==> src/inc/track_hold_pkg.sv <==
// Constants, register map and mode types for the track-and-hold input block
package track_hold_pkg;

	// Channel count and word widths
	localparam int NUM_CHAN = 8;
	localparam int CHAN_W   = 3;
	localparam int DATA_W   = 16;
	localparam int ADDR_W   = 8;

	// Register word addresses
	localparam logic [ADDR_W-1:0] ADDR_HOLD_SELECT = 8'h00;
	localparam logic [ADDR_W-1:0] ADDR_RESOLUTION  = 8'h01;
	localparam logic [ADDR_W-1:0] ADDR_FORMAT      = 8'h02;
	localparam logic [ADDR_W-1:0] ADDR_CAPTURED    = 8'h03;
	localparam logic [ADDR_W-1:0] ADDR_FRESH       = 8'h04;
	localparam logic [ADDR_W-1:0] ADDR_RESULT_BASE = 8'h10;

	// Values after reset
	localparam logic [DATA_W-1:0] HOLD_SELECT_RESET = 16'h0000;
	localparam logic [DATA_W-1:0] RESOLUTION_RESET  = 16'h0000;
	localparam logic              FORMAT_RESET      = 1'b1;
	localparam logic [DATA_W-1:0] RESULT_RESET      = 16'h0000;

	// Field position of the binary/BCD select in the format word
	localparam int FORMAT_BINARY_BIT = 0;

	// Largest count of each resolution, and of the raw converter code
	localparam logic [DATA_W-1:0] MAX_COUNT_12  = 16'h0FFF;
	localparam logic [DATA_W-1:0] MAX_COUNT_14  = 16'h3FFF;
	localparam logic [DATA_W-1:0] MAX_COUNT_16  = 16'hFFFF;
	localparam logic [DATA_W-1:0] RAW_FULL_SCALE = 16'hFFFF;

	// Largest value one BCD word can show
	localparam logic [DATA_W-1:0] BCD_MAX = 16'h270F;

	// Per-channel hold codes, in code order 00, 01, 10, 11
	typedef enum logic [1:0] {
		HOLD_NONE,
		HOLD_MIN,
		HOLD_MAX,
		HOLD_RESET
	} hold_mode_t;

	// Per-channel resolution codes, in code order 00, 01, 10, 11
	typedef enum logic [1:0] {
		RES_12,
		RES_14,
		RES_16,
		RES_OFF
	} res_mode_t;

endpackage

==> src/inc/sample_if.sv <==
// Scaled sample stream from the count scaler to the hold logic
interface sample_if
	import track_hold_pkg::*;
();
	logic              valid;
	logic [CHAN_W-1:0] chan;
	logic [DATA_W-1:0] count;

	modport src (output valid, output chan, output count);
	modport dst (input valid, input chan, input count);
endinterface

==> src/verilog/analog_input_track_hold.sv <==
// Eight-channel input result logic with per-channel track and hold
module analog_input_track_hold
	import track_hold_pkg::*;
(
	// Clock and reset
	input  wire logic              i_clk,
	input  wire logic              i_nrst,
	// Register port
	input  wire logic [ADDR_W-1:0] i_addr,
	input  wire logic [DATA_W-1:0] i_wdata,
	input  wire logic              i_wr,
	input  wire logic              i_rd,
	output logic      [DATA_W-1:0] o_rdata,
	// Raw converter samples, one channel per strobe
	input  wire logic              i_sample_valid,
	input  wire logic [CHAN_W-1:0] i_sample_chan,
	input  wire logic [DATA_W-1:0] i_sample_raw
);
	logic [DATA_W-1:0]   input_hold_select;
	logic [DATA_W-1:0]   input_resolution;
	logic                format_binary;
	logic [NUM_CHAN-1:0] captured;
	logic [NUM_CHAN-1:0] fresh;
	logic [DATA_W-1:0]   result     [NUM_CHAN];
	logic [DATA_W-1:0]   sel_result;
	logic [DATA_W-1:0]   sel_bcd;
	logic [DATA_W-1:0]   next_rdata;
	logic                rd_result;
	logic [CHAN_W-1:0]   rd_chan;
	res_mode_t           in_res;

	sample_if smp ();

	// Software writes to the hold select word, live at any time
	always_ff @(posedge i_clk or negedge i_nrst)
	begin
		if (!i_nrst)
			input_hold_select <= HOLD_SELECT_RESET;
		else if (i_wr && i_addr == ADDR_HOLD_SELECT)
			input_hold_select <= i_wdata;
	end

	// Per-channel resolution codes
	always_ff @(posedge i_clk or negedge i_nrst)
	begin
		if (!i_nrst)
			input_resolution <= RESOLUTION_RESET;
		else if (i_wr && i_addr == ADDR_RESOLUTION)
			input_resolution <= i_wdata;
	end

	// Result coding; one bit covers all channels
	always_ff @(posedge i_clk or negedge i_nrst)
	begin
		if (!i_nrst)
			format_binary <= FORMAT_RESET;
		else if (i_wr && i_addr == ADDR_FORMAT)
			format_binary <= i_wdata[FORMAT_BINARY_BIT];
	end

	// Resolution of the channel whose raw sample arrives now
	assign in_res = res_mode_t'(input_resolution[2*i_sample_chan +: 2]);

	// Scaling takes one cycle; the code used is the one at arrival
	count_scaler u_scaler (
		.i_clk   (i_clk),
		.i_nrst  (i_nrst),
		.i_valid (i_sample_valid),
		.i_chan  (i_sample_chan),
		.i_raw   (i_sample_raw),
		.i_res   (in_res),
		.smp     (smp)
	);

	// One result word, hold state and change tracking per channel
	for (genvar n = 0; n < NUM_CHAN; n++)
	begin : g_chan
		hold_mode_t code;
		res_mode_t  res;
		hold_mode_t prev_code;
		res_mode_t  prev_res;
		logic       hit;
		logic       restart;
		logic       take;
		logic       lower;
		logic       higher;

		// Channel n+1 owns bits 2n+1 (high) and 2n (low)
		assign code = hold_mode_t'(input_hold_select[2*n+1 -: 2]);
		assign res  = res_mode_t'(input_resolution[2*n+1 -: 2]);
		assign hit  = smp.valid && (smp.chan == CHAN_W'(n));

		// A changed code or resolution forgets the old held value
		assign restart = (code != prev_code) || (res != prev_res);
		assign lower   = smp.count < result[n];
		assign higher  = smp.count > result[n];

		// Decide whether this sample replaces the result word
		always_comb
		begin
			unique case (code)
				HOLD_NONE:  take = 1'b1;
				HOLD_MIN:   take = !captured[n] || restart || lower;
				HOLD_MAX:   take = !captured[n] || restart || higher;
				HOLD_RESET: take = 1'b1;
			endcase
		end

		// Codes seen on the last cycle, for change detection
		always_ff @(posedge i_clk or negedge i_nrst)
		begin
			if (!i_nrst)
			begin
				prev_code <= HOLD_NONE;
				prev_res  <= RES_12;
			end
			else
			begin
				prev_code <= code;
				prev_res  <= res;
			end
		end

		// Result word: cleared at reset, zero while the channel is off
		always_ff @(posedge i_clk or negedge i_nrst)
		begin
			if (!i_nrst)
				result[n] <= RESULT_RESET;
			else if (res == RES_OFF)
				result[n] <= RESULT_RESET;
			else if (hit && take)
				result[n] <= smp.count;
		end

		// Held value counts only in min or max mode
		always_ff @(posedge i_clk or negedge i_nrst)
		begin
			if (!i_nrst)
				captured[n] <= 1'b0;
			else if (res == RES_OFF)
				captured[n] <= 1'b0;
			else if (code == HOLD_NONE || code == HOLD_RESET)
				captured[n] <= 1'b0;
			else if (hit)
				captured[n] <= 1'b1;
			else if (restart)
				captured[n] <= 1'b0;
		end

		// New-data flag; a set in the clearing read cycle wins
		always_ff @(posedge i_clk or negedge i_nrst)
		begin
			if (!i_nrst)
				fresh[n] <= 1'b0;
			else if (hit && take && res != RES_OFF)
				fresh[n] <= 1'b1;
			else if (rd_result && rd_chan == CHAN_W'(n))
				fresh[n] <= 1'b0;
		end
	end

	// Decode of the eight result words
	assign rd_result = i_rd &&
		(i_addr >= ADDR_RESULT_BASE) &&
		(i_addr < ADDR_RESULT_BASE + ADDR_W'(NUM_CHAN));
	assign rd_chan   = CHAN_W'(i_addr - ADDR_RESULT_BASE);
	assign sel_result = result[rd_chan];

	// BCD view of the word being read
	bcd_encoder u_bcd (
		.i_bin (sel_result),
		.o_bcd (sel_bcd)
	);

	// Read mux; unmapped words read as zero
	always_comb
	begin
		next_rdata = '0;
		if (rd_result)
			next_rdata = format_binary ? sel_result : sel_bcd;
		else if (i_addr == ADDR_HOLD_SELECT)
			next_rdata = input_hold_select;
		else if (i_addr == ADDR_RESOLUTION)
			next_rdata = input_resolution;
		else if (i_addr == ADDR_FORMAT)
			next_rdata = DATA_W'(format_binary);
		else if (i_addr == ADDR_CAPTURED)
			next_rdata = DATA_W'(captured);
		else if (i_addr == ADDR_FRESH)
			next_rdata = DATA_W'(fresh);
	end

	// Read data stands only in the cycle after the strobe
	always_ff @(posedge i_clk or negedge i_nrst)
	begin
		if (!i_nrst)
			o_rdata <= '0;
		else if (i_rd)
			o_rdata <= next_rdata;
		else
			o_rdata <= '0;
	end
endmodule

==> src/verilog/count_scaler.sv <==
// Maps a raw full-span converter code onto the 12, 14 or 16 bit count range
module count_scaler
	import track_hold_pkg::*;
(
	// Clock and reset
	input  wire logic              i_clk,
	input  wire logic              i_nrst,
	// Raw sample in
	input  wire logic              i_valid,
	input  wire logic [CHAN_W-1:0] i_chan,
	input  wire logic [DATA_W-1:0] i_raw,
	input  wire res_mode_t         i_res,
	// Scaled sample out
	sample_if.src                  smp
);
	logic [DATA_W-1:0] max_count;
	logic [31:0]       product;
	logic [32:0]       quotient_sum;
	logic [DATA_W-1:0] next_count;

	// Largest count of the selected resolution
	always_comb
	begin
		unique case (i_res)
			RES_12:  max_count = MAX_COUNT_12;
			RES_14:  max_count = MAX_COUNT_14;
			RES_16:  max_count = MAX_COUNT_16;
			RES_OFF: max_count = 16'h0000;
		endcase
	end

	// Level times largest count over full scale; no live-zero offset
	// Divide by 65535 done as (p + p/65536 + 1)/65536, exact for any product of two 16-bit values
	assign product      = 32'(i_raw) * 32'(max_count);
	assign quotient_sum = 33'(product) + 33'(product >> 16) + 33'h000000001;
	assign next_count   = quotient_sum[31:16];

	// Full scale itself must land on the top count, unrounded
	always_ff @(posedge i_clk or negedge i_nrst)
	begin
		if (!i_nrst)
		begin
			smp.valid <= 1'b0;
			smp.chan  <= '0;
			smp.count <= '0;
		end
		else
		begin
			smp.valid <= i_valid;
			smp.chan  <= i_chan;
			smp.count <= (i_raw == RAW_FULL_SCALE) ? max_count : next_count;
		end
	end
endmodule

==> src/verilog/bcd_encoder.sv <==
// Binary to four-digit BCD converter for one result word
module bcd_encoder
	import track_hold_pkg::*;
(
	// Binary value in
	input  wire logic [DATA_W-1:0] i_bin,
	// BCD value out
	output logic      [DATA_W-1:0] o_bcd
);
	logic [DATA_W-1:0] clipped;

	// Values past four digits cannot be shown, so they clip at 9999
	assign clipped = (i_bin > BCD_MAX) ? BCD_MAX : i_bin;

	// Shift-and-add-three conversion
	always_comb
	begin
		logic [31:0] work;
		work = 32'(clipped);
		for (int i = 0; i < DATA_W; i++)
		begin
			for (int d = 0; d < 4; d++)
			begin
				if (work[16+4*d +: 4] > 4'h4)
					work[16+4*d +: 4] = work[16+4*d +: 4] + 4'h3;
			end
			work = work << 1;
		end
		o_bcd = work[31:16];
	end
endmodule

==> config.mk <==
export PLATFORM = sky130hd
export DESIGN_NAME = analog_input_track_hold
export DESIGN_NICKNAME = d
export VERILOG_FILES = /design/src/inc/track_hold_pkg.sv /design/src/inc/sample_if.sv /design/src/verilog/analog_input_track_hold.sv /design/src/verilog/count_scaler.sv /design/src/verilog/bcd_encoder.sv
export SDC_FILE = /design/constraint.sdc
export NUM_CORES = 1
export LEC_CHECK = 0
export BUFFER_PORTS_ARGS = -buffer_cell sky130_fd_sc_hd__buf_2
export CORE_ASPECT_RATIO = 0.6
export CORE_UTILIZATION = 30
export CTS_CLUSTER_DIAMETER = 30
export CTS_CLUSTER_SIZE = 8
export DETAILED_ROUTE_END_ITERATION = 6
export PLACE_DENSITY = 0.46
export SKIP_CTS_REPAIR_TIMING = 1
export SYNTH_ARGS = -nofsm -noshare
export SYNTH_HDL_FRONTEND = slang
export SYNTH_SLANG_ARGS = --single-unit
export TNS_END_PERCENT = 5
==> constraint.sdc <==
create_clock -name i_clk -period 12.4 [get_ports i_clk]
set_input_delay 1.24 -clock i_clk [delete_from_list [all_inputs] [get_ports i_clk]]
set_output_delay 1.24 -clock i_clk [all_outputs]
set_load 0.1 [all_outputs]
==> results of run 1 <==
-- cells in the mapped netlist, drive strengths merged (29+ instances only) --
library cell | number | share of area
mux2i | 172 | 0.066
nor2b | 54 | 0.013
xnor2 | 60 | 0.020
dfrtp | 244 | 0.23
clkbuf | 70 | 0.0098
a211oi | 36 | 0.011
a21oi | 146 | 0.028
nand3 | 53 | 0.0099
nor2 | 264 | 0.037
and2 | 46 | 0.011
nand4 | 34 | 0.0079
nor3 | 49 | 0.0095
a21o | 36 | 0.010
mux2 | 57 | 0.024
nand2b | 45 | 0.011
xor2 | 34 | 0.011
nand2 | 118 | 0.017
buf | 29 | 0.0069
mux4 | 32 | 0.027
o21ai | 137 | 0.026
ha | 281 | 0.13
o21a | 36 | 0.010
fa | 166 | 0.12
inv | 341 | 0.048
-- area by class of cell --
type | instances | area [um^2]
flip-flops and latches | 245 | 6130
well taps | 1161 | 1450
repair buffers | 178 | 1210
diodes | 3 | 7.51
fillers | 8868 | 56700
multi-input cells | 2176 | 19000
clock inverters | 33 | 463
inverters | 343 | 1290
clock buffers | 82 | 1710
-- metrics by stage --
step / area, um^2 / util / std cells / hold slack (ns)
2_1_floorplan: 26800 / - / 2863 / 0.407
3_3_place_gp: 29000 / 0.330 / 4101 / 0.450
3_5_place_dp: 29000 / 0.330 / 4101 / 0.461
4_1_cts: 31200 / 0.355 / 4216 / 0.469
5_1_grt: 31300 / 0.355 / 4219 / 0.477
6_report: 31300 / 0.355 / 4221 / 0.472
-- cell families (layout without fill, tap and decap cells) --
kind of cell	count (synthesis)	in the layout	synth area share
xor gates and xnor gates	94	94	0.0313
muxes	261	261	0.117
AOI/OAI and AO/OA	617	617	0.163
DFF	245	245	0.229
buffers and inverters	442	636	0.0649
other	2	13	0.000281
and+or+nand+nor	746	746	0.138
adders and majority gates	448	448	0.256
-- sequential cells by signal, summed over array words and instances, names as in the netlist --
| register | cells |
|---|---|
| g_chan.prev_code | 16 |
| fresh | 8 |
| u_scaler.smp.valid | 1 |
| result | 128 |
| input_resolution | 16 |
| input_hold_select | 16 |
| captured | 8 |
| u_scaler.smp.chan | 3 |
| u_scaler.smp.count | 16 |
| g_chan.prev_res | 16 |
| format_binary | 1 |
| o_rdata | 16 |
-- critical path, delay by kind of cell --
family,cells,cell delay (ns)
buffers and inverters,8,1.15
AND/OR/NAND/NOR,11,1.61
multiplexers,2,0.81
XOR/XNOR,1,0.12
AO/OA/AOI/OAI,19,3.35
adder cells (fa/ha/maj),9,3.84
-- metal layers --
metal	track usage	wire, um	up-vias
li1	-	-	10400
met1	0.300	46100	11100
met2	0.263	33500	504
met3	0.0390	5110	66
met4	0.0299	983	2
met5	0	7	-
-- worst paths after layout --
| check | start | endpoint | slack [ns] | cells past startpoint |
|---|---|---|---|---|
| max | i_sample_chan[0] | u_scaler.smp.count[15] | 0.77 | 50 |
| min | input_hold_select[0] | g_chan[0].prev_code[0] | 0.47 | 0 |
| max reg2reg | input_resolution[11] | u_scaler.smp.count[15] | 1.07 | 49 |
| min reg2reg | input_hold_select[0] | g_chan[0].prev_code[0] | 0.47 | 0 |
| max in group asynchronous | i_nrst | captured[2] | 10.11 | 2 |
| min in group asynchronous | i_nrst | input_resolution[13] | 0.70 | 1 |
==> summary.md, run 1 <==
| Metric | Value |
|---|---|
| Dpl ws | `-0.186 ns` |
| Final WL | `85700 um` |
| Final net count | `3500` |
| Clock buffer count from CTS | `61` |
| IO Pins | `64` |
| Yosys warns | `0` |
| Clock root cell | `clkbuf_16` |
| GRT Total Usage | `0.190` |
| Post-synth EDFFs | `0` |
| Critical path peak fanout | `8` |
| DR vias | `22000` |
| Post-synthesis sequential area ratio | `0.229` |
| Detail-routed via count per cell | `5.22` |
| Most frequent cells in the layout | `338 x inv_1, 281 x ha_1, 257 x nor2_1, 244 x dfrtp_1, 165 x fa_1` |
| Routability congestion estimate from global placement | `a little under 0.9` |
| TritonCTS clock tree | `yes` |
| Worst EP arrival | `12.12 ns` |
| Worst-path clk slew | `0.05 ns` |
| Seq cells post-synth | `~250` |
| Critical Path RT | `12.90 ns` |
| Area growth, synth to finish | `16.8%` |
| Initial antenna violation count | `3` |
| H-tree Lvls | `2` |
| Most common cell after layout, fill and taps aside | `inv_1` |
| Synth cell types | `126` |
| Num rows | `84` |
| HP Class | `flip-flop to flip-flop` |
| Clk_lat worst skew | `approximately 0.63 ns` |
| Die area | `90400 um^2` |
| Vias in the first global route | `21900` |
| Top FF cell, synth | `dfrtp_1` |
| Peak Freq | `between 0.08 and 0.09 GHz` |
| Worst setup path category | `primary input to flip-flop` |
| DR WL/cell | `roughly 20 um` |
| # DRC | `0` |
| Synth Cell Area | `26800 um^2` |
| Max Cap Viol | `0` |
| Die X | `388 um` |
| Skew final | `0.0359 ns` |
| Setup-failing EPs final | `0` |
| RSZ-0062 raised after global routing | `no` |
| Syn Area/Cell | `between 9 and 10 um^2` |
| Clk buf depth | `3` |
| Initial core utilization | `0.304` |
| DP HPWL | `about 70000 um` |
| Antenna-violating nets left | `0` |
| Share of layout cells above drive strength 1 | `0.152` |
| CP endpoint kind | `flip-flop` |
| Pre-Repair DR Iteration Count | `5` |
| Die height | `233 um` |
| Clock period minus final worst setup slack | `11.63 ns` |
| Critical Path Max Stage Delay | `0.52 ns` |
| Fraction of registers with async set/reset | `1.00` |
| Starting DRT DRC Count | `1668` |
| TritonCTS Sinks | `245` |
| Pins Over Slew Limit | `0` |
| Port bufs | `between 60 and 70` |
| First-pass GRT wire length | `approximately 130000 um` |
| Startpoint Class | `primary input` |
| Status | `complete, no violations` |
| Worst-margin pin slew | `1.12 ns` |
| Slew headroom | `0.253` |
| Global route total overflow | `0` |
| Setup_tns | `0 ns` |
| Cells after Synth | `2855` |
| CP max stage cell | `mux4_2` |
| Largest net degree at the start of global routing | `117` |
| Core area | `88000 um^2` |
| PnR worst setup slack | `0.774 ns` |
| Final period util | `0.938` |
| Final Hold Fails | `0` |
Power of run 1 is left out: the tool's default activity adds up to more than one toggle a clock period on the data nets, which glitch-free logic cannot reach.
==> inputs of run 2 (changes only) <==
--- a/config.mk
+++ b/config.mk
@@ -12,8 +12,10 @@
 export CTS_CLUSTER_SIZE = 8
 export DETAILED_ROUTE_END_ITERATION = 6
 export PLACE_DENSITY = 0.46
+export REMOVE_ABC_BUFFERS = 1
 export SKIP_CTS_REPAIR_TIMING = 1
 export SYNTH_ARGS = -nofsm -noshare
 export SYNTH_HDL_FRONTEND = slang
+export SYNTH_HIERARCHICAL = 1
 export SYNTH_SLANG_ARGS = --single-unit
 export TNS_END_PERCENT = 5
==> constraint.sdc (replaced) <==
create_clock -name i_clk -period 12.4 [get_ports i_clk]
set_input_delay 1.86 -clock i_clk [delete_from_list [all_inputs] [get_ports i_clk]]
set_output_delay 1.86 -clock i_clk [all_outputs]
set_load 0.1 [all_outputs]
==> run 2 against run 1 <==
Net effect: the flow now finishes with violations (max-slew violations); hold slack improved by 0.035 ns; die area rose by 8.5%; critical path depth fell by 2; area after synthesis rose by 8.6%; wire length rose by 18%; clock-buffer cell count fell by 34; non-clock buffer count rose by 10; sequential share of layout area fell by 0.79 points; setup slack got worse by 0.14 ns; global-route usage rose by 1.3 points; largest cell class unchanged; highest routed layer unchanged.
==> summary.md, run 2 <==
| Metric | Value |
|---|---|
| Status | `finished, violations left` |
| Failing checks | `max-slew violations` |
| Detail-routed via count per cell | `5.25 (+0.44%)` |
| HP Class | `flip-flop to flip-flop` |
| Post-route cell area | `32600 um^2 (+4.2%)` |
| Cell with the most instances after synthesis | `nand2_1` |
| Post-synthesis sequential area ratio | `0.211 (-0.0182)` |
| Core area | `96000 um^2 (+9.1%)` |
| Largest Register | `result` |
| Synth Cell Area | `29100 um^2 (+8.6%)` |
| Synth cell types | `138 (+9.5%)` |
| Placed cell areas | `31200 um^2 (+7.5%)` |
| Slew headroom | `-0.0302 (-0.283)` |
| DP HPWL | `81700 um (+16%)` |
| Skew final | `0.0241 ns (-0.0119 ns)` |
| Worst-path clk slew | `0.05 ns (about the same)` |
| Die X | `404 um (+4.2%)` |
| Area growth, synth to finish | `12.0%` |
| Initial antenna violation count | `11 (+8)` |
| # DRC | `0 (unchanged)` |
| Top FF cell, synth | `dfrtp_1` |
| CP most frequent cell | `ha_1` |
| Pre-Repair DR Iteration Count | `6 (+1)` |
| Syn Area/Cell | `8.80 um^2 (-6.1%)` |
| Detail Route met2 WL | `34300 um (+2.1%)` |
| DR WL/cell | `21.4 um (+5.2%)` |
| Initial core utilization | `0.303 (-0.00149)` |
| Top cell type's share of synthesized area | `0.210 (-0.0181)` |
| GRT Total Usage | `0.203 (+0.0126)` |
| Cells after Synth | `3302 (+16%)` |
| Peak Freq | `0.0850 GHz (-1.2%)` |
| IO Pins | `64 (unchanged)` |
| Most frequent cells in the layout | `433 x nand2_1, 388 x inv_1, 281 x ha_1, 244 x dfrtp_1, 181 x a21oi_1` |
| Wl on met1 | `56300 um (+22%)` |
| Post-synth EDFFs | `0 (unchanged)` |
| Die height | `243 um (+4.2%)` |
| Critical path peak fanout | `9 (+1)` |
| Top Layer Used | `met5` |
| Fraction of registers with async set/reset | `1.00 (unchanged)` |
| Clk_lat worst skew | `0.56 ns (-0.07 ns)` |
| CP endpoint kind | `flip-flop` |
| Max FFs per register | `128 (unchanged)` |
| Clk buf depth | `3 (unchanged)` |
| Port bufs | `63 (unchanged)` |
| RSZ-0062 raised after global routing | `no` |
| Routability congestion estimate from global placement | `0.925 (+3.4%)` |
| Final period util | `0.949 (+0.0115)` |
| TritonCTS clock tree | `yes` |
| Most common cell after layout, fill and taps aside | `nand2_1` |
| Yosys warns | `6 (+6)` |
| Final net count | `3884 (+11%)` |
| Clock period minus final worst setup slack | `11.77 ns (+0.143 ns)` |
| WL met3 | `9200 um (+80%)` |
| Seq cells post-synth | `245 (unchanged)` |
| Final Hold Fails | `0 (unchanged)` |
| Largest net degree at the start of global routing | `67 (-43%)` |
| Synth area leaders | `dfrtp_1 21%, ha_1 12%, fa_1 10%` |
| Clock root cell | `clkbuf_16` |
| Critical Path RT | `12.84 ns (-0.06 ns)` |
| Largest area contributor in the netlist | `dfrtp_1` |
| Worst EP arrival | `12.21 ns (+0.09 ns)` |
| PnR worst setup slack | `0.631 ns (-0.143 ns)` |
| Setup_tns | `0 ns (unchanged)` |
| Final WL | `101000 um (+18%)` |
| Setup-failing EPs final | `0 (unchanged)` |
| TritonCTS Sinks | `245 (unchanged)` |
| Worst-margin pin slew | `1.55 ns (+0.426 ns)` |
| Max Cap Viol | `0 (unchanged)` |
| Global route total overflow | `0 (unchanged)` |
| Worst setup path category | `primary input to flip-flop` |
| Starting DRT DRC Count | `2491 (+49%)` |
| Vias in the first global route | `22600 (+3.3%)` |
| First-pass GRT wire length | `151000 um (+14%)` |
| Share of layout cells above drive strength 1 | `0.137 (-0.0155)` |
| DR vias | `24800 (+12%)` |
| Pins Over Slew Limit | `8 (+8)` |
| CP max stage cell | `mux4_1` |
| Critical Path Max Stage Delay | `0.57 ns (+0.05 ns)` |
| Commonest cells post-synth | `434 x nand2_1, 388 x inv_1, 286 x ha_1` |
| Dpl ws | `-0.187 ns (-0.000944 ns)` |
| Startpoint Class | `primary input` |
| Antenna-violating nets left | `0 (unchanged)` |
| Die area | `98200 um^2 (+8.5%)` |
| Clock buffer count from CTS | `43 (-30%)` |
| Num rows | `88 (+4.8%)` |
| H-tree Lvls | `2 (unchanged)` |
run 2: cells by family after synthesis:
group / count (synthesis) / synth area share
fa+ha+maj: 438 / 0.228
mux: 259 / 0.110
compound gates: 689 / 0.171
simple gates: 1037 / 0.173
xor+xnor: 95 / 0.0294
flops: 245 / 0.211
buf+inv: 538 / 0.0780
other cells: 1 / 0.000129
run 2: critical path, delay by kind of cell:
| kind | cells | cell delay [ns] |
|---|---|---|
| AOI/OAI and AO/OA | 18 | 4.28 |
| muxes | 3 | 1.20 |
| buffers and inverters | 3 | 0.52 |
| xor gates and xnor gates | 2 | 0.44 |
| adders and majority gates | 6 | 1.64 |
| and+or+nand+nor | 16 | 2.27 |
run 2: path summary, 6_finish.rpt:
| kind | startpoint | end | slack (ns) | cells past startpoint |
|---|---|---|---|---|
| worst max register to register | input_resolution[13] | u_scaler/smp.count[11] | 1.61 | 36 |
| worst min register to register | input_hold_select[0] | g_chan[0].prev_code[0] | 0.51 | 0 |
| worst min-delay path | input_hold_select[0] | g_chan[0].prev_code[0] | 0.51 | 0 |
| worst max-delay path | i_addr[0] | o_rdata[15] | 0.63 | 48 |
| min in group asynchronous | i_nrst | input_hold_select[2] | 1.26 | 1 |
| max in group asynchronous | i_nrst | result[68] | 8.99 | 3 |
run 2: metrics by stage:
stage,cells,hold WS [ns],util
after floorplan,3165,0.421,-
after CTS,4722,0.496,0.338
after global routing,4724,0.512,0.339
after global placement,4657,0.492,0.325
final,4726,0.507,0.339
after detailed placement,4657,0.488,0.325
run 2: final cells by class:
class | instances | area (um^2)
Timing Repair Buffer | 188 | 1270
Multi-Input combinational cell | 2528 | 20800
Antenna cell | 3 | 7.51
Fill cell | 10000 | 63400
Tap cell | 1305 | 1630
Clock inverter | 17 | 159
Inverter | 392 | 1470
Sequential cell | 245 | 6130
Clock buffer | 48 | 1110
run 2: per-layer routing:
metal  vias to the layer above  global-route usage
met3                        87              0.0612
met4                         4              0.0251
met1                     12100               0.350
met2                       799               0.231
li1                      11800                   -
met5                         -              0.0127
Power of run 2 is left out for the same reason.
==> inputs of run 3 (changes only) <==
--- a/config.mk
+++ b/config.mk
@@ -7,12 +7,12 @@
 export LEC_CHECK = 0
 export BUFFER_PORTS_ARGS = -buffer_cell sky130_fd_sc_hd__buf_2
 export CORE_ASPECT_RATIO = 0.6
-export CORE_UTILIZATION = 30
+export CORE_MARGIN = 10
+export CORE_UTILIZATION = 65
 export CTS_CLUSTER_DIAMETER = 30
 export CTS_CLUSTER_SIZE = 8
 export DETAILED_ROUTE_END_ITERATION = 6
-export PLACE_DENSITY = 0.46
-export REMOVE_ABC_BUFFERS = 1
+export PLACE_DENSITY = 0.84
 export SKIP_CTS_REPAIR_TIMING = 1
 export SYNTH_ARGS = -nofsm -noshare
 export SYNTH_HDL_FRONTEND = slang
==> run 3 against run 2 <==
Net effect: the flow finishes with violations (design-rule violations); final area is 2.6% lower; critical path depth is 12 lower; clock-buffer cell count is 4 higher; register-to-register slack worse by 0.41 ns; via count is 11% higher.
==> summary.md, run 3 (same netlist as run 2, synthesis figures left out) <==
| Metric | Value |
|---|---|
| Most frequent cells in the layout | `433 x nand2_1, 387 x inv_1, 279 x ha_1, 244 x dfrtp_1, 180 x a21oi_1` |
| Pins Over Slew Limit | `0 (-8)` |
| Die area | `53900 um^2 (-45%)` |
| Global route total overflow | `0 (unchanged)` |
| Clk buf depth | `3 (unchanged)` |
| Detail-routed via count per cell | `6.86 (+31%)` |
| Failing checks | `design-rule violations` |
| Filler cell count | `3217 (-68%)` |
| CP max stage cell | `mux4_2` |
| IO Pins | `64 (unchanged)` |
| Pre-Repair DR Iteration Count | `7 (+1)` |
| Multi-input gate area | `20900 um^2 (+0.55%)` |
| Skew final | `0.0361 ns (+0.0120 ns)` |
| Flop-to-flop setup slack | `1.20 ns (-0.41 ns)` |
| Share of layout cells above drive strength 1 | `0.137 (+0.000160)` |
| Worst EP arrival | `12.58 ns (+0.37 ns)` |
| Final WL | `100000 um (-0.55%)` |
| Largest Register | `result` |
| Worst flop-to-flop path startpoint | `input_resolution[6]` |
| Starting DRT DRC Count | `4524 (+82%)` |
| Peak Freq | `0.0826 GHz (-2.8%)` |
| CP most frequent cell | `inv_1` |
| Antenna-violating nets left | `0 (unchanged)` |
| Startpoint Class | `primary input` |
| DR WL/cell | `25.1 um (+18%)` |
| Core area | `43800 um^2 (-54%)` |
| Clock buffer count from CTS | `41 (-4.7%)` |
| Fin util | `0.725 (+0.386)` |
| Area growth, synth to finish | `9.16%` |
| PnR worst setup slack | `0.294 ns (-0.337 ns)` |
| Num rows | `59 (-33%)` |
| DR vias | `27400 (+11%)` |
| Largest net degree at the start of global routing | `100 (+49%)` |
| Setup_tns | `0 ns (unchanged)` |
| Port bufs | `63 (unchanged)` |
| # DRC | `14 (+14)` |
| Worst-path clk slew | `0.05 ns (about the same)` |
| Slew headroom | `0.108 (+0.139)` |
| Worst setup path category | `primary input to flip-flop` |
| Setup-failing EPs final | `0 (unchanged)` |
| Initial antenna violation count | `5 (-6)` |
| HP Start | `input_hold_select[13]` |
| Clock root cell | `clkbuf_16` |
| Most common cell after layout, fill and taps aside | `nand2_1` |
| Worst Hold Depth | `0 (unchanged)` |
| Worst-margin pin slew | `1.34 ns (-0.208 ns)` |
| TritonCTS Sinks | `245 (unchanged)` |
| Vias in the first global route | `25500 (+13%)` |
| Final period util | `0.976 (+0.0272)` |
| TritonCTS clock tree | `yes` |
| Critical path peak fanout | `26 (+17)` |
| First-pass GRT wire length | `150000 um (-0.47%)` |
| Final Hold Fails | `0 (unchanged)` |
| Die height | `184 um (-24%)` |
| Routability congestion estimate from global placement | `1.12 (+21%)` |
| Max FFs per register | `128 (unchanged)` |
| Clk_lat worst skew | `0.56 ns (about the same)` |
| Critical Path RT | `12.88 ns (+0.04 ns)` |
| Final hold slack | `0.484 ns (-0.0235 ns)` |
| CP endpoint kind | `flip-flop` |
| Max Cap Viol | `0 (unchanged)` |
| Dpl ws | `-0.258 ns (-0.0704 ns)` |
| R2R Path End | `u_scaler/smp.count[14]` |
| Clock period minus final worst setup slack | `12.11 ns (+0.337 ns)` |
| Die X | `293 um (-27%)` |
| Status | `finished, violations left` |
| DP HPWL | `79900 um (-2.2%)` |
| Reg2reg path depth | `33 (-8.3%)` |
| Critical Path Max Stage Delay | `0.64 ns (+0.07 ns)` |
| GRT Total Usage | `0.360 (+0.158)` |
| Register area | `6130 um^2 (unchanged)` |
| H-tree Lvls | `2 (unchanged)` |
| HP Class | `flip-flop to flip-flop` |
| Final net count | `3881 (-0.077%)` |
| Min-Delay Endpoint | `g_chan[6].prev_code[1]` |
| Initial core utilization | `0.664 (+0.361)` |
[run 3: worst max-delay path: cells and delay by family]
family	cells	cell delay, ns
AOI/OAI and AO/OA	7	1.96
and+or+nand+nor	9	2.54
muxes	3	1.31
buffers and inverters	8	1.02
adders and majority gates	9	3.87
[run 3: how the worst max path moves through the flow]
stage | from | to | cells after the start
6_report | i_sample_chan[0] | u_scaler/smp.count[14] | 36
5_1_grt | i_addr[0] | o_rdata[9] | 51
4_1_cts | i_addr[0] | o_rdata[9] | 52
3_5_place_dp | i_addr[0] | o_rdata[9] | 52
3_3_place_gp | i_sample_chan[0] | u_scaler/smp.count[14] | 34
2_1_floorplan | i_addr[0] | o_rdata[9] | 53
[run 3: layout make-up]
| type | instances | area share |
|---|---|---|
| Antenna cell | 3 | 0.000237 |
| Clock buffer | 52 | 0.0346 |
| Clock inverter | 10 | 0.00363 |
| Inverter | 392 | 0.0465 |
| Multi-Input combinational cell | 2528 | 0.659 |
| Sequential cell | 245 | 0.193 |
| Tap cell | 579 | 0.0228 |
| Timing Repair Buffer | 187 | 0.0403 |
[run 3: stage by stage]
stage          area [um^2]  std cells
4_1_cts              31500       3985
3_5_place_dp         30300       3923
3_3_place_gp         30300       3923
6_report             31700       3996
2_1_floorplan        29100       3311
5_1_grt              31700       3996
[run 3: routing by layer]
| metal | GRT usage | part of all wire | routed length [um] |
|---|---|---|---|
| met4 | 0.0734 | 0.022 | 2170 |
| met5 | 0.00722 | 0.0017 | 172 |
| met2 | 0.441 | 0.37 | 36900 |
| met3 | 0.200 | 0.19 | 19500 |
| met1 | 0.530 | 0.42 | 41700 |
Power of run 3 is left out for the same reason.
